`config.mk`:
```
export PLATFORM = sky130hd
export DESIGN_NAME = vector_table_placement_ctrl
export DESIGN_NICKNAME = d
export VERILOG_FILES = /design/src/vector_ctrl_pkg.sv /design/src/vector_table_placement_ctrl.sv /design/src/boot_start_decode.sv
export SDC_FILE = /design/constraint.sdc
export NUM_CORES = 1
export LEC_CHECK = 0
export BUFFER_PORTS_ARGS = -buffer_cell sky130_fd_sc_hd__buf_4
export CELL_PAD_IN_SITES_DETAIL_PLACEMENT = 1
export CELL_PAD_IN_SITES_GLOBAL_PLACEMENT = 1
export CORE_AREA = 2 2 66 68
export CTS_CLUSTER_SIZE = 20
export DETAILED_ROUTE_END_ITERATION = 6
export DIE_AREA = 0 0 68 70
export GPL_TIMING_DRIVEN = 0
export PLACE_DENSITY = 0.84
export SLEW_MARGIN = 10
export SYNTH_ARGS = -nofsm -noshare
export SYNTH_HDL_FRONTEND = slang
export SYNTH_SLANG_ARGS = --single-unit
```
`constraint.sdc`:
```
create_clock -name clk -period 3.47 [get_ports clk]
set_input_delay 0.5205 -clock clk [delete_from_list [all_inputs] [get_ports clk]]
set_output_delay 0.5205 -clock clk [all_outputs]
set_load 0.01 [all_outputs]
```
`src/vector_ctrl_pkg.sv`:
```
// Purpose: Shared constants for the vector table placement control.
// Assumes: Word-addressed program flash, 8-bit control register.
// Notes: Boot section sizes follow the two-bit boot size fuse code.
package vector_ctrl_pkg;
    localparam logic [7:0] DATA_ADDR = 8'h55;
    localparam logic [7:0] IO_OFFSET = 8'h20;
    localparam logic [5:0] IO_ADDR = 6'h35;
    localparam logic [7:0] CTRL_RESET = 8'h00;
    localparam int BIT_CHANGE = 0;
    localparam int BIT_SELECT = 1;
    localparam int BIT_PULLUP = 4;
    localparam logic [7:0] CTRL_MASK = 8'h13;
    localparam int CHANGE_CYCLES = 4;
    localparam int PC_WIDTH = 13;
    localparam logic [12:0] VECTOR_OFFSET = 13'h0002;
    localparam logic [12:0] RESET_DEFAULT = 13'h0000;
    // Boot start word address for fuse codes 0..3 (largest section first).
    localparam logic [12:0] BOOT_START_0 = 13'h1800;
    localparam logic [12:0] BOOT_START_1 = 13'h1c00;
    localparam logic [12:0] BOOT_START_2 = 13'h1e00;
    localparam logic [12:0] BOOT_START_3 = 13'h1f00;
endpackage

```
`src/vector_table_placement_ctrl.sv`:
```
// Purpose: Control register holding vector select, change enable, pull-up
//          disable; derives vector base, reset address, interrupt blocking.
// Assumes: Core presents one write or read per cycle on the register port.
// Notes: Fuses and lock bits are static straps, synchronised anyway.
// Behaviour
// - Select zero puts vectors at flash start, one at boot section start.
// - Boot section start comes from the boot size fuses.
// - Select changes only while change-enable is set.
// - Interrupts blocked from change-enable write until the instruction after the select write ends.
// - Without a select write interrupts stay blocked for the write cycle plus four.
// - Automatic blocking never touches the global interrupt flag.
// - Change-enable clears after four cycles or on the select write.
// - Vectors in boot and app lock programmed block interrupts in app.
// - Vectors in app and boot lock programmed block interrupts in boot.
// - Pull-up disable forces every port pull-up off.
// - Register answers at data address 0x55 and I/O address 0x35.
// - Reset clears the control register to zero.
// - With a 2K boot section relocated vectors start at 0x1C02.
// - Boot reset fuse programmed with 2K boot starts at 0x1C00.
// - Relocated vector address is table address plus boot start.
// - Reset address comes from the boot reset fuse, 0x000 otherwise.
`timescale 1ns/1ps
module vector_table_placement_ctrl #(
    parameter int PORT_PINS = 8
) (
    input wire logic clk,
    input wire logic reset_n,
    input wire logic [7:0] data_addr,
    input wire logic data_write,
    input wire logic data_read,
    input wire logic [5:0] io_addr,
    input wire logic io_write,
    input wire logic io_read,
    input wire logic [7:0] write_data,
    output logic [7:0] read_data,
    input wire logic instr_done,
    input wire logic [1:0] boot_size_fuses,
    input wire logic boot_reset_fuse,
    input wire logic app_section_lock_bit,
    input wire logic boot_section_lock_bit,
    input wire logic exec_in_boot,
    input wire logic [PORT_PINS-1:0] pin_direction_bit,
    input wire logic [PORT_PINS-1:0] pin_output_bit,
    output logic [PORT_PINS-1:0] pullup_enable,
    output logic [vector_ctrl_pkg::PC_WIDTH-1:0] vector_base,
    output logic [vector_ctrl_pkg::PC_WIDTH-1:0] reset_address,
    output logic irq_block
);
    import vector_ctrl_pkg::*;

    initial begin
        if (PORT_PINS < 1) begin
            $error("PORT_PINS must be at least one");
        end
    end

    // ------------------------------------------------------------
    // Reset release and strap synchronisers
    // ------------------------------------------------------------
    logic [1:0] rst_sync_r;
    logic rst_n;
    always_ff @(posedge clk or negedge reset_n) begin
        if (!reset_n) begin
            rst_sync_r <= 2'h0;
        end else begin
            rst_sync_r <= {rst_sync_r[0], 1'b1};
        end
    end
    assign rst_n = rst_sync_r[1];

    // Fuses and locks are pins; two stages keep metastability out.
    logic [4:0] strap_s1_r;
    logic [4:0] strap_s2_r;
    always_ff @(posedge clk or negedge rst_n) begin
        if (!rst_n) begin
            strap_s1_r <= 5'h1f;
            strap_s2_r <= 5'h1f;
        end else begin
            strap_s1_r <= {boot_size_fuses, boot_reset_fuse,
                           app_section_lock_bit, boot_section_lock_bit};
            strap_s2_r <= strap_s1_r;
        end
    end
    wire [1:0] size_q = strap_s2_r[4:3];
    wire boot_rst_q = strap_s2_r[2];
    wire app_lock_q = strap_s2_r[1];
    wire boot_lock_q = strap_s2_r[0];

    // ------------------------------------------------------------
    // Register access decode
    // ------------------------------------------------------------
    wire data_hit = (data_addr == DATA_ADDR);
    wire io_hit = (io_addr == IO_ADDR);
    wire wr_hit = (data_write && data_hit) || (io_write && io_hit);
    wire rd_hit = (data_read && data_hit) || (io_read && io_hit);

    logic [7:0] ctrl_r;
    logic [7:0] ctrl_nxt;
    logic [2:0] window_r;
    logic [2:0] window_nxt;
    logic tail_r;
    logic tail_nxt;
    logic [7:0] read_data_r;

    wire change_on = ctrl_r[BIT_CHANGE];
    wire set_change = wr_hit && write_data[BIT_CHANGE];
    // A write with change-enable low while armed is the select write.
    wire sel_write = wr_hit && change_on && !write_data[BIT_CHANGE];
    wire window_end = (window_r == 3'(CHANGE_CYCLES - 1));

    // ------------------------------------------------------------
    // Control register next state
    // ------------------------------------------------------------
    always_comb begin
        ctrl_nxt = ctrl_r;
        if (wr_hit) begin
            ctrl_nxt[BIT_PULLUP] = write_data[BIT_PULLUP];
        end
        if (sel_write) begin
            ctrl_nxt[BIT_SELECT] = write_data[BIT_SELECT];
            ctrl_nxt[BIT_CHANGE] = 1'b0;
        end else if (set_change) begin
            ctrl_nxt[BIT_CHANGE] = 1'b1;
        end else if (change_on && window_end) begin
            ctrl_nxt[BIT_CHANGE] = 1'b0;
        end
        ctrl_nxt = ctrl_nxt & CTRL_MASK;
    end

    // Counts cycles since change-enable was written.
    always_comb begin
        window_nxt = 3'h0;
        if (set_change && !sel_write) begin
            window_nxt = 3'h0;
        end else if (change_on && !sel_write && !window_end) begin
            window_nxt = window_r + 3'h1;
        end
    end

    // After the select write, hold the block until the next instruction ends.
    always_comb begin
        tail_nxt = tail_r;
        if (sel_write) begin
            tail_nxt = 1'b1;
        end else if (tail_r && instr_done) begin
            tail_nxt = 1'b0;
        end
    end

    always_ff @(posedge clk or negedge rst_n) begin
        if (!rst_n) begin
            ctrl_r <= CTRL_RESET;
            window_r <= 3'h0;
            tail_r <= 1'b0;
            read_data_r <= 8'h00;
        end else begin
            ctrl_r <= ctrl_nxt;
            window_r <= window_nxt;
            tail_r <= tail_nxt;
            read_data_r <= rd_hit ? ctrl_r : 8'h00;
        end
    end
    assign read_data = read_data_r;

    // ------------------------------------------------------------
    // Vector placement and interrupt gating
    // ------------------------------------------------------------
    logic [PC_WIDTH-1:0] boot_start;
    boot_start_decode u_boot_start (
        .boot_size_fuses(size_q),
        .boot_start(boot_start)
    );

    wire relocated = ctrl_r[BIT_SELECT];
    // Relocated base is boot start plus the normal offset.
    assign vector_base = relocated ? (boot_start + VECTOR_OFFSET) :
                         VECTOR_OFFSET;
    // Fuses are active low: zero means programmed.
    assign reset_address = boot_rst_q ? RESET_DEFAULT : boot_start;

    // Lock bits are active low as well.
    wire lock_block = (relocated && !app_lock_q && !exec_in_boot) ||
                      (!relocated && !boot_lock_q && exec_in_boot);
    // Only a mask toward the core; the global flag is never written here.
    assign irq_block = set_change || change_on || tail_r ||
                       lock_block;

    // ------------------------------------------------------------
    // Port pull-ups
    // ------------------------------------------------------------
    genvar gi;
    generate
        for (gi = 0; gi < PORT_PINS; gi++) begin : g_pull
            assign pullup_enable[gi] = !pin_direction_bit[gi] &&
                pin_output_bit[gi] && !ctrl_r[BIT_PULLUP];
        end
    endgenerate

    // ------------------------------------------------------------
    // Checks
    // ------------------------------------------------------------
    a_change_expires: assert property (@(posedge clk) disable iff (!rst_n)
        (set_change && !change_on) ##1 (change_on && !wr_hit) [*4]
        |=> !change_on)
        else $error("change enable did not clear after four cycles");
    a_select_guard: assert property (@(posedge clk) disable iff (!rst_n)
        (!change_on) |=> $stable(ctrl_r[BIT_SELECT]))
        else $error("select changed without change enable");
    a_block_on_set: assert property (@(posedge clk) disable iff (!rst_n)
        set_change |-> irq_block ##1 irq_block)
        else $error("interrupts not blocked on change enable");
    a_select_clears: assert property (@(posedge clk) disable iff (!rst_n)
        sel_write |=> !change_on && tail_r)
        else $error("select write did not end window");
    a_pullup_off: assert property (@(posedge clk) disable iff (!rst_n)
        ctrl_r[BIT_PULLUP] |-> (pullup_enable == '0))
        else $error("pull-up on while disabled");
    a_vector_base: assert property (@(posedge clk) disable iff (!rst_n)
        relocated |-> vector_base == boot_start + VECTOR_OFFSET)
        else $error("relocated vector base wrong");
    a_reset_addr: assert property (@(posedge clk) disable iff (!rst_n)
        boot_rst_q |-> reset_address == RESET_DEFAULT)
        else $error("reset address wrong");
    a_app_lock: assert property (@(posedge clk) disable iff (!rst_n)
        (relocated && !app_lock_q && !exec_in_boot) |-> irq_block)
        else $error("app lock did not block interrupts");
    a_boot_lock: assert property (@(posedge clk) disable iff (!rst_n)
        (!relocated && !boot_lock_q && exec_in_boot) |-> irq_block)
        else $error("boot lock did not block interrupts");
endmodule // vector_table_placement_ctrl

```
`src/boot_start_decode.sv`:
```
// Purpose: Map the boot size fuse code to the boot section start address.
// Assumes: Fuses are static while the part runs.
// Notes: Purely combinational.
`timescale 1ns/1ps
module boot_start_decode (
    input wire logic [1:0] boot_size_fuses,
    output logic [vector_ctrl_pkg::PC_WIDTH-1:0] boot_start
);
    import vector_ctrl_pkg::*;
    assign boot_start = (boot_size_fuses == 2'h0) ? BOOT_START_0 :
                        (boot_size_fuses == 2'h1) ? BOOT_START_1 :
                        (boot_size_fuses == 2'h2) ? BOOT_START_2 :
                        BOOT_START_3;
endmodule // boot_start_decode

```
* Word-level counts from Yosys, hierarchy flattened
Cells that the tools add are included.
** Word-level totals
- Logic and storage cells :: 86
- Register bits :: 24
- Output and inout bits :: 43
** Cells by class
- Reduce and logical (&&, ||, !) cells :: 57
- Add/subtract/negate cells :: 2
- Mux-type cells :: 13
- Equal/unequal tests :: 5
** Operators by type and width (count)
- 13-bit 2-to-1 mux :: 4
- 1-bit logical AND :: 32
- 1-bit zero test :: 16
- 13-bit by 2-bit adder with 13-bit output (second input constant) :: 1
- 9-bit 2-to-1 mux :: 1
- 8-bit by 7-bit == test with 1-bit output (second input constant) :: 1
- 6-bit == test (second input constant) :: 1
- 1-bit logical OR :: 6
- 3-bit 2-to-1 mux :: 2
- 1-bit 2-to-1 mux :: 5
- 5-bit 2-to-1 mux :: 1
- 3-bit by 1-bit adder with 3-bit output (second input constant) :: 1
- 3-bit by 2-bit == test with 1-bit output (second input constant) :: 1
- 3-bit nonzero test :: 1
- 2-bit by 1-bit == test with 1-bit output (second input constant) :: 1
- 2-bit == test (second input constant) :: 1
- 2-bit zero test :: 1
- 2-bit nonzero test :: 1

* Depth between registers and ports, before layout
Gate-level depths: netlist (run 1).
- Depth after elaboration :: 10
- Gate-level depth with buffers :: 5
- Mapped depth without buffers :: 5

* Modules after synthesis
A second synthesis (run 1) with hierarchy kept.
** Unflattened totals
- Cell total of the unflattened synthesis :: 145
- Area total of the unflattened synthesis :: 1411.4 um^2
** By module, submodules not included
- vector_table_placement_ctrl :: cells an instance 130, instances 1, area each 1311.3 um^2, sequential area each 563.0 um^2
- boot_start_decode :: cells an instance 15, instances 1, area each 100.1 um^2, sequential area each 0.0 um^2

* Least setup slack after synthesis (run 1)
OpenSTA, ideal clock, no wires.
- Path type :: input-to-output
- From :: input io_addr[3]
- To :: output irq_block
- Path slack :: 1547 ps
- Cell stages on the path :: 4
- Arrival time :: 1402 ps
- Path through :: nand4b_1 > nor3b_2 > a22o_2 > a2111o_1
** On the way
- Longest elaborated chain between the ends :: 7
** RTL lines
- from (decl) :: RTL line vector_table_placement_ctrl.sv:31 : input wire logic [5:0] io_addr,
- 6-bit == test :: RTL line vector_table_placement_ctrl.sv:93 : wire io_hit = (io_addr == IO_ADDR);
- 1-bit logical AND :: RTL line vector_table_placement_ctrl.sv:94 : wire wr_hit = (data_write && data_hit) || (io_write && io_hit);
- 1-bit logical OR :: RTL line vector_table_placement_ctrl.sv:94
- 1-bit logical AND :: RTL line vector_table_placement_ctrl.sv:106 : wire set_change = wr_hit && write_data[BIT_CHANGE];
- 1-bit logical OR (3 in series) :: RTL line vector_table_placement_ctrl.sv:185 : assign irq_block = set_change || change_on || tail_r ||
- to (decl) :: RTL line vector_table_placement_ctrl.sv:47 : output logic irq_block
No other way between the ends.

* Worst setup path after layout (run 1)
- From :: input io_addr[5]
- To :: output irq_block
The elaborated chain is that of the path after synthesis.

==> flow_summary_export.csv, run 1 <==
group,metric,value,unit
run_status,status,"complete, no violations",
floorplan,placementRows,24,
global_routing,grt-ovfl-total,0,
setup_path,r2r_cells,5,
synthesis,yosys.area.top_type,"dfrtp_1",
final_layout,final_area,0.001797,mm^2
global_routing,grt_pass1_vias,925,
synthesis,synth-edff-count,0,
routing,drt-initial-drc-count,9,
clocking,hold_buffers,0,
synthesis,yosysWarnings,0,
sta,fin_ws,1243,ps
sta,max_slew_margin,0.4911,
placed_design,io_buffers,67,
routing,via_per_inst,3.854,
power,power_frac_comb,0.258,
sta,fin_skew,1.795,ps
synthesis,syn_area,0.001099,mm^2
power,swShare,0.2495,
flow_run,maxCapViolations,0,
placed_design,gp_congestion,0.6585,
placed_design,dp.cells,235,
sta,hold_ws,34.51,ps
global_routing,track_usage,0.1122,
worst_hold_path,hold_path.class,"in2async",
routing,drc_errors,0,
setup_path,cp_data_required_time,2950,ps
routing,wire_per_inst,11.04,um
final_layout,stdcell_count,239,
sta,maxSlewViolCount,0,
global_routing,antenna_found_initial,0,
synthesis,synth_top_area_frac,0.2733,
placed_design,dpl_worst_slack,1258,ps
power,p_per_area,360.5,mW/mm^2
final_layout,nets,241,
clocking,post-cts-setup-buffers,0,
sta,setup_violations,0,
clocking,clock_latency,250,ps
power,p_seq_frac,0.469,
synthesis,synthCells,96,
floorplan,ioPinCount,94,
synthesis,postSynthAreaPerCell,11.44,um^2
clocking,post_cts_resized,0,
global_routing,grt_pass1_wl,4133,um
synthesis,yosysMostFrequentCell,"buf_4",
power,internal_power,0.4862,mW
setup_path,endpoint_kind,"output pin",
synthesis,yosysSeqAreaShare,0.5125,
routing,ant_nets,0,
clocking,cts_buffer_depth,2,
routing,num_vias,921,
sta,rsz0062_at_grt,"no",
setup_path,critPathMaxFanout,4,
floorplan,die_width,68,um
sta,fmax,0.4490,GHz
synthesis,synth.area.top_cells,"dfrtp_1, dfstp_2, buf_4, nor3b_1, and2_1",
clocking,htreeDepth,1,
synthesis,ys_seq_elements,22,
placed_design,dp_hpwl,2232,um
power,ir_drop,217.5,uV
floorplan,start_util,0.2651,
sta,hold_viol,0,
routing,first_pass_iters,3,
clocking,cts_tree,"built",
synthesis,ys_top_cells_by_count,"buf_4, dfrtp_1, dfstp_2",
final_layout,drive_above_1_share,0.5882,
floorplan,core,0.004144,mm^2
placed_design,post_dp_cell_area,0.001742,mm^2
final_layout,fin_util,0.4336,
sta,totalNegativeSetupSlack,0,ps
synthesis,ys_types,26,
global_routing,grt_max_degree,21,
synthesis,synth-async-reset-ratio,1.000,
sta,worst_pin_slew,763.3,ps
power,power,0.6478,mW
sta,final.period_utilization,0.6418,
clocking,clkSinkCount,22,
final_layout,nFillCells,484,
synthesis,synth-main-ff-cell,"dfrtp_1",
power,leakagePower,0.9675,nW
setup_path,cp-start-kind,"input pin",
floorplan,die_height,70,um
clocking,clkTransAtPathRegs,70,ps
clocking,numCtsBuffers,3,
clocking,cts_root_buffer,"clkbuf_8",
routing,routed_wl,2638,um
power,clkPwrFrac,0.273,
setup_path,worstPathArrival,1710,ps
power,power.switching,0.1616,mW
final_layout,antenna_cells,0,
floorplan,dieArea,0.004760,mm^2
sta,fin_crit,2227,ps
setup_path,path_class,"in2out",
final_layout,syn_to_final_growth,63.55,%
[critical path, stage by stage]
cell	delay (ps)
buf_4	110
nand4b_1	130
nor3b_2	90
a22o_2	300
a2111o_1	410
buf_4	150
[cells by family (layout without fill, tap and decap cells)]
kind of cell             Yosys count  in the layout  synth area share
flip-flops                        22             22            0.5125
adder cells (fa/ha/maj)            2              2           0.02278
AO/OA/AOI/OAI                      8              8           0.06834
AND/OR/NAND/NOR                   31             31            0.1845
buffers and inverters             29            100            0.1811
multiplexers                       2              2           0.02391
other                              2             22          0.006836
[sequential cells by signal, summed over array words and instances, names as in the netlist]
signal	cells
rst_sync_r	2
ctrl_r	3
tail_r	1
strap_s2_r	5
strap_s1_r	5
window_r	3
read_data	3
[per-layer routing]
metal | vias up | track usage | part of all wire | wire length [um]
met4 | 0 | 0.01333 | 0 | 0
met3 | 0 | 0.01932 | 0.064 | 170
li1 | 454 | - | - | -
met1 | 437 | 0.1102 | 0.34 | 891
met5 | - | 0 | 0 | 0
met2 | 30 | 0.2341 | 0.60 | 1577
[path summary, 6_finish.rpt]
| check | from | end | slack [ps] |
|---|---|---|---|
| worst max-delay path | io_addr[5] | irq_block | 1240 |
| worst min-delay path | reset_n | rst_sync_r[0] | 30 |
| worst max register to register | window_r[0] | ctrl_r[0] | 1960 |
| worst min register to register | rst_sync_r[1] | ctrl_r[1] | 320 |
| max in group asynchronous | rst_sync_r[1] | read_data[0] | 2680 |
| min in group clk | rst_sync_r[0] | rst_sync_r[1] | 360 |
[final cells by class]
| class | count | area (um^2) | area share |
|---|---|---|---|
| multi-input combinational | 65 | 411.6 | 0.2291 |
| timing repair buffer | 67 | 503.0 | 0.2799 |
| tap | 52 | 65.06 | 0.03621 |
| clock buffer | 4 | 55.05 | 0.03064 |
| sequential | 22 | 563.0 | 0.3134 |
| inverter | 4 | 15.01 | 0.008357 |
| buffer | 25 | 183.9 | 0.1024 |
[power by group through the flow]
stage | combinational [mW] | sequential, mW | clock [mW]
after floorplan | 0.0931 | 0.301 | 0
after global placement | 0.164 | 0.307 | 0
after detailed placement | 0.167 | 0.309 | 0
after CTS | 0.169 | 0.304 | 0.180
after global routing | 0.186 | 0.307 | 0.192
final | 0.167 | 0.304 | 0.177
[placed cells by master (no fill, tap or decap)]
cell type and n:
a2111o_1 1, a21bo_1 1, a221o_2 1, a22o_1 1, a22o_2 2, a32oi_1 1
and2_0 1, and2_1 5, and3_1 1, buf_4 91, clkbuf_1 1, clkbuf_8 4
conb_1 22, dfrtp_1 12, dfstp_2 10, ha_1 2, inv_1 4, mux2_1 1
mux2_4 1, nand2b_1 1, nand4b_1 1, nand4bb_1 2, nor2_1 8, nor2b_1 3
nor3b_1 8, nor3b_2 1, o21ai_0 1
(Power assumes the default switching activity.)
==> inputs of run 2 (changes only) <==
Settings changed: CORE_AREA 2 2 66 68 to 2 2 69 71, DIE_AREA 0 0 68 70 to 0 0 71 73, PLACE_DENSITY 0.84 to 0.78.
Clock period 3.47 ns to 2.09 ns, I/O delays scaled along.
==> run 2 against run 1 <==
Effect of this change:
- sequential cell count stayed put
- first-iteration DRC count grew 78%
- wire length down 8.1%
- clock power is 45% higher
- cell area rose by 0.14%
- clock-buffer cell count is the same
- cell count increased by 1.3%
- power up 60%
- sequential share of layout area about the same
- non-clock buffer count grew 1
- sequential power rose by 65%
==> flow_summary_export.csv, run 2 (synthesis gave the netlist of run 1 again) <==
group,metric,value,unit
run_status,status,"complete, no violations",
final_layout,regArea,563.0,um^2
clocking,post-cts-setup-buffers,0,
clocking,cts_buffer_depth,2,
sta,setup_violations,0,
placed_design,dpl_worst_slack,329.9,ps
sta,totalNegativeSetupSlack,0,ps
clocking,post_cts_resized,0,
worst_hold_path,hold_path.class,"in2reg",
floorplan,die_width,71,um
global_routing,grt_pass1_vias,905,
clocking,clkTransAtPathRegs,70,ps
floorplan,placementRows,25,
final_layout,final_cell_mix,"buf_4, conb_1, dfrtp_1",
sta,fin_skew,3.043,ps
final_layout,multiInputGateArea,411.6,um^2
clocking,hold_buffers,1,
placed_design,post_dp_cell_area,0.001744,mm^2
floorplan,ioPinCount,94,
clocking,htreeDepth,1,
final_layout,nFillCells,547,
global_routing,grt-ovfl-total,0,
global_routing,track_usage,0.09372,
final_layout,final_common_cell,"buf_4",
power,p_per_area,575.5,mW/mm^2
routing,wire_per_inst,10.02,um
final_layout,antenna_cells,0,
setup_path,endpoint_kind,"output pin",
sta,fin_crit,1884,ps
power,ir_drop,384.8,uV
sta,fin_ws,206.0,ps
sta,rsz0062_at_grt,"no",
clocking,clkSinkCount,22,
setup_path,path_class,"reg2out",
routing,ant_nets,0,
sta,max_slew_margin,0.4879,
final_layout,drive_above_1_share,0.5798,
clocking,clock_latency,250,ps
routing,num_vias,919,
routing,drc_errors,0,
final_layout,reg_top3,"strap_s1_r x5, strap_s2_r x5",
placed_design,io_buffers,67,
setup_path,critPathMaxFanout,1,
routing,via_per_inst,3.798,
sta,worst_pin_slew,768.1,ps
clocking,cts_tree,"built",
floorplan,die_height,73,um
sta,final.period_utilization,0.9015,
sta,hold_viol,0,
global_routing,antenna_found_initial,0,
placed_design,gp_congestion,0.6571,
routing,first_pass_iters,4,
flow_run,maxCapViolations,0,
routing,routed_wl,2425,um
sta,fmax,0.5308,GHz
routing,drt-initial-drc-count,16,
final_layout,syn_to_final_growth,63.78,%
clocking,cts_root_buffer,"clkbuf_8",
floorplan,core,0.004536,mm^2
placed_design,dp_hpwl,2105,um
final_layout,nets,242,
final_layout,final_area,0.001799,mm^2
sta,maxSlewViolCount,0,
setup_path,worstPathArrival,1570,ps
setup_path,cp_data_required_time,1780,ps
setup_path,cp-start-kind,"flop",
power,leakagePower,0.9657,nW
floorplan,start_util,0.2422,
clocking,numCtsBuffers,3,
global_routing,grt_max_degree,21,
global_routing,grt_pass1_wl,3946,um
floorplan,dieArea,0.005183,mm^2
==> run 2: stage by stage <==
step | instances | hold WS (ps) | utilization | power [mW]
2_1_floorplan | 116 | 17.91 | - | 0.6549
4_1_cts | 242 | 151.6 | 0.3967 | 1.054
6_report | 242 | 160.4 | 0.3967 | 1.036
3_3_place_gp | 237 | 97.19 | 0.3846 | 0.7831
5_1_grt | 242 | 142.8 | 0.3967 | 1.111
3_5_place_dp | 237 | 97.30 | 0.3846 | 0.7890
==> run 2: critical path, cell delays in order, from the launching register on <==
cell	delay (ps)
dfstp_2	520
nor2_1	40
a22o_1	220
a2111o_1	380
buf_4	150
==> run 2: power by group <==
| group | switching, mW | total, mW | internal (mW) |
|---|---|---|---|
| Combinational | 0.108 | 0.278 | 0.170 |
| Clock | 0.120 | 0.256 | 0.135 |
| Sequential | 0.0304 | 0.502 | 0.471 |
==> run 2: final timing paths <==
check	start	end	slack (ps)	depth (start not counted)
worst max-delay path	strap_s2_r[1]	irq_block	210	4
worst min-delay path	boot_section_lock_bit	strap_s1_r[0]	160	1
worst max register to register	window_r[0]	ctrl_r[0]	610	5
worst min register to register	rst_sync_r[1]	ctrl_r[1]	320	0
max in group asynchronous	rst_sync_r[1]	window_r[0]	1280	0
min in group asynchronous	rst_sync_r[1]	ctrl_r[1]	320	0
==> run 2: final cells by class <==
cell class	instances	share of cell area
Sequential cell	22	0.3129
Timing Repair Buffer	68	0.2851
Multi-Input combinational cell	65	0.2288
Buffer	25	0.1022
Tap cell	54	0.03755
Clock buffer	4	0.02503
Inverter	4	0.008345
==> run 2: routing by layer <==
layer | track usage | share of wire | up-vias | wire length, um
met1 | 0.1067 | 0.36 | 427 | 870
met5 | 0 | 0 | - | 0
met3 | 0.03039 | 0.076 | 0 | 184
met2 | 0.1755 | 0.56 | 35 | 1370
li1 | - | - | 457 | -
met4 | 0.01258 | 0 | 0 | 0
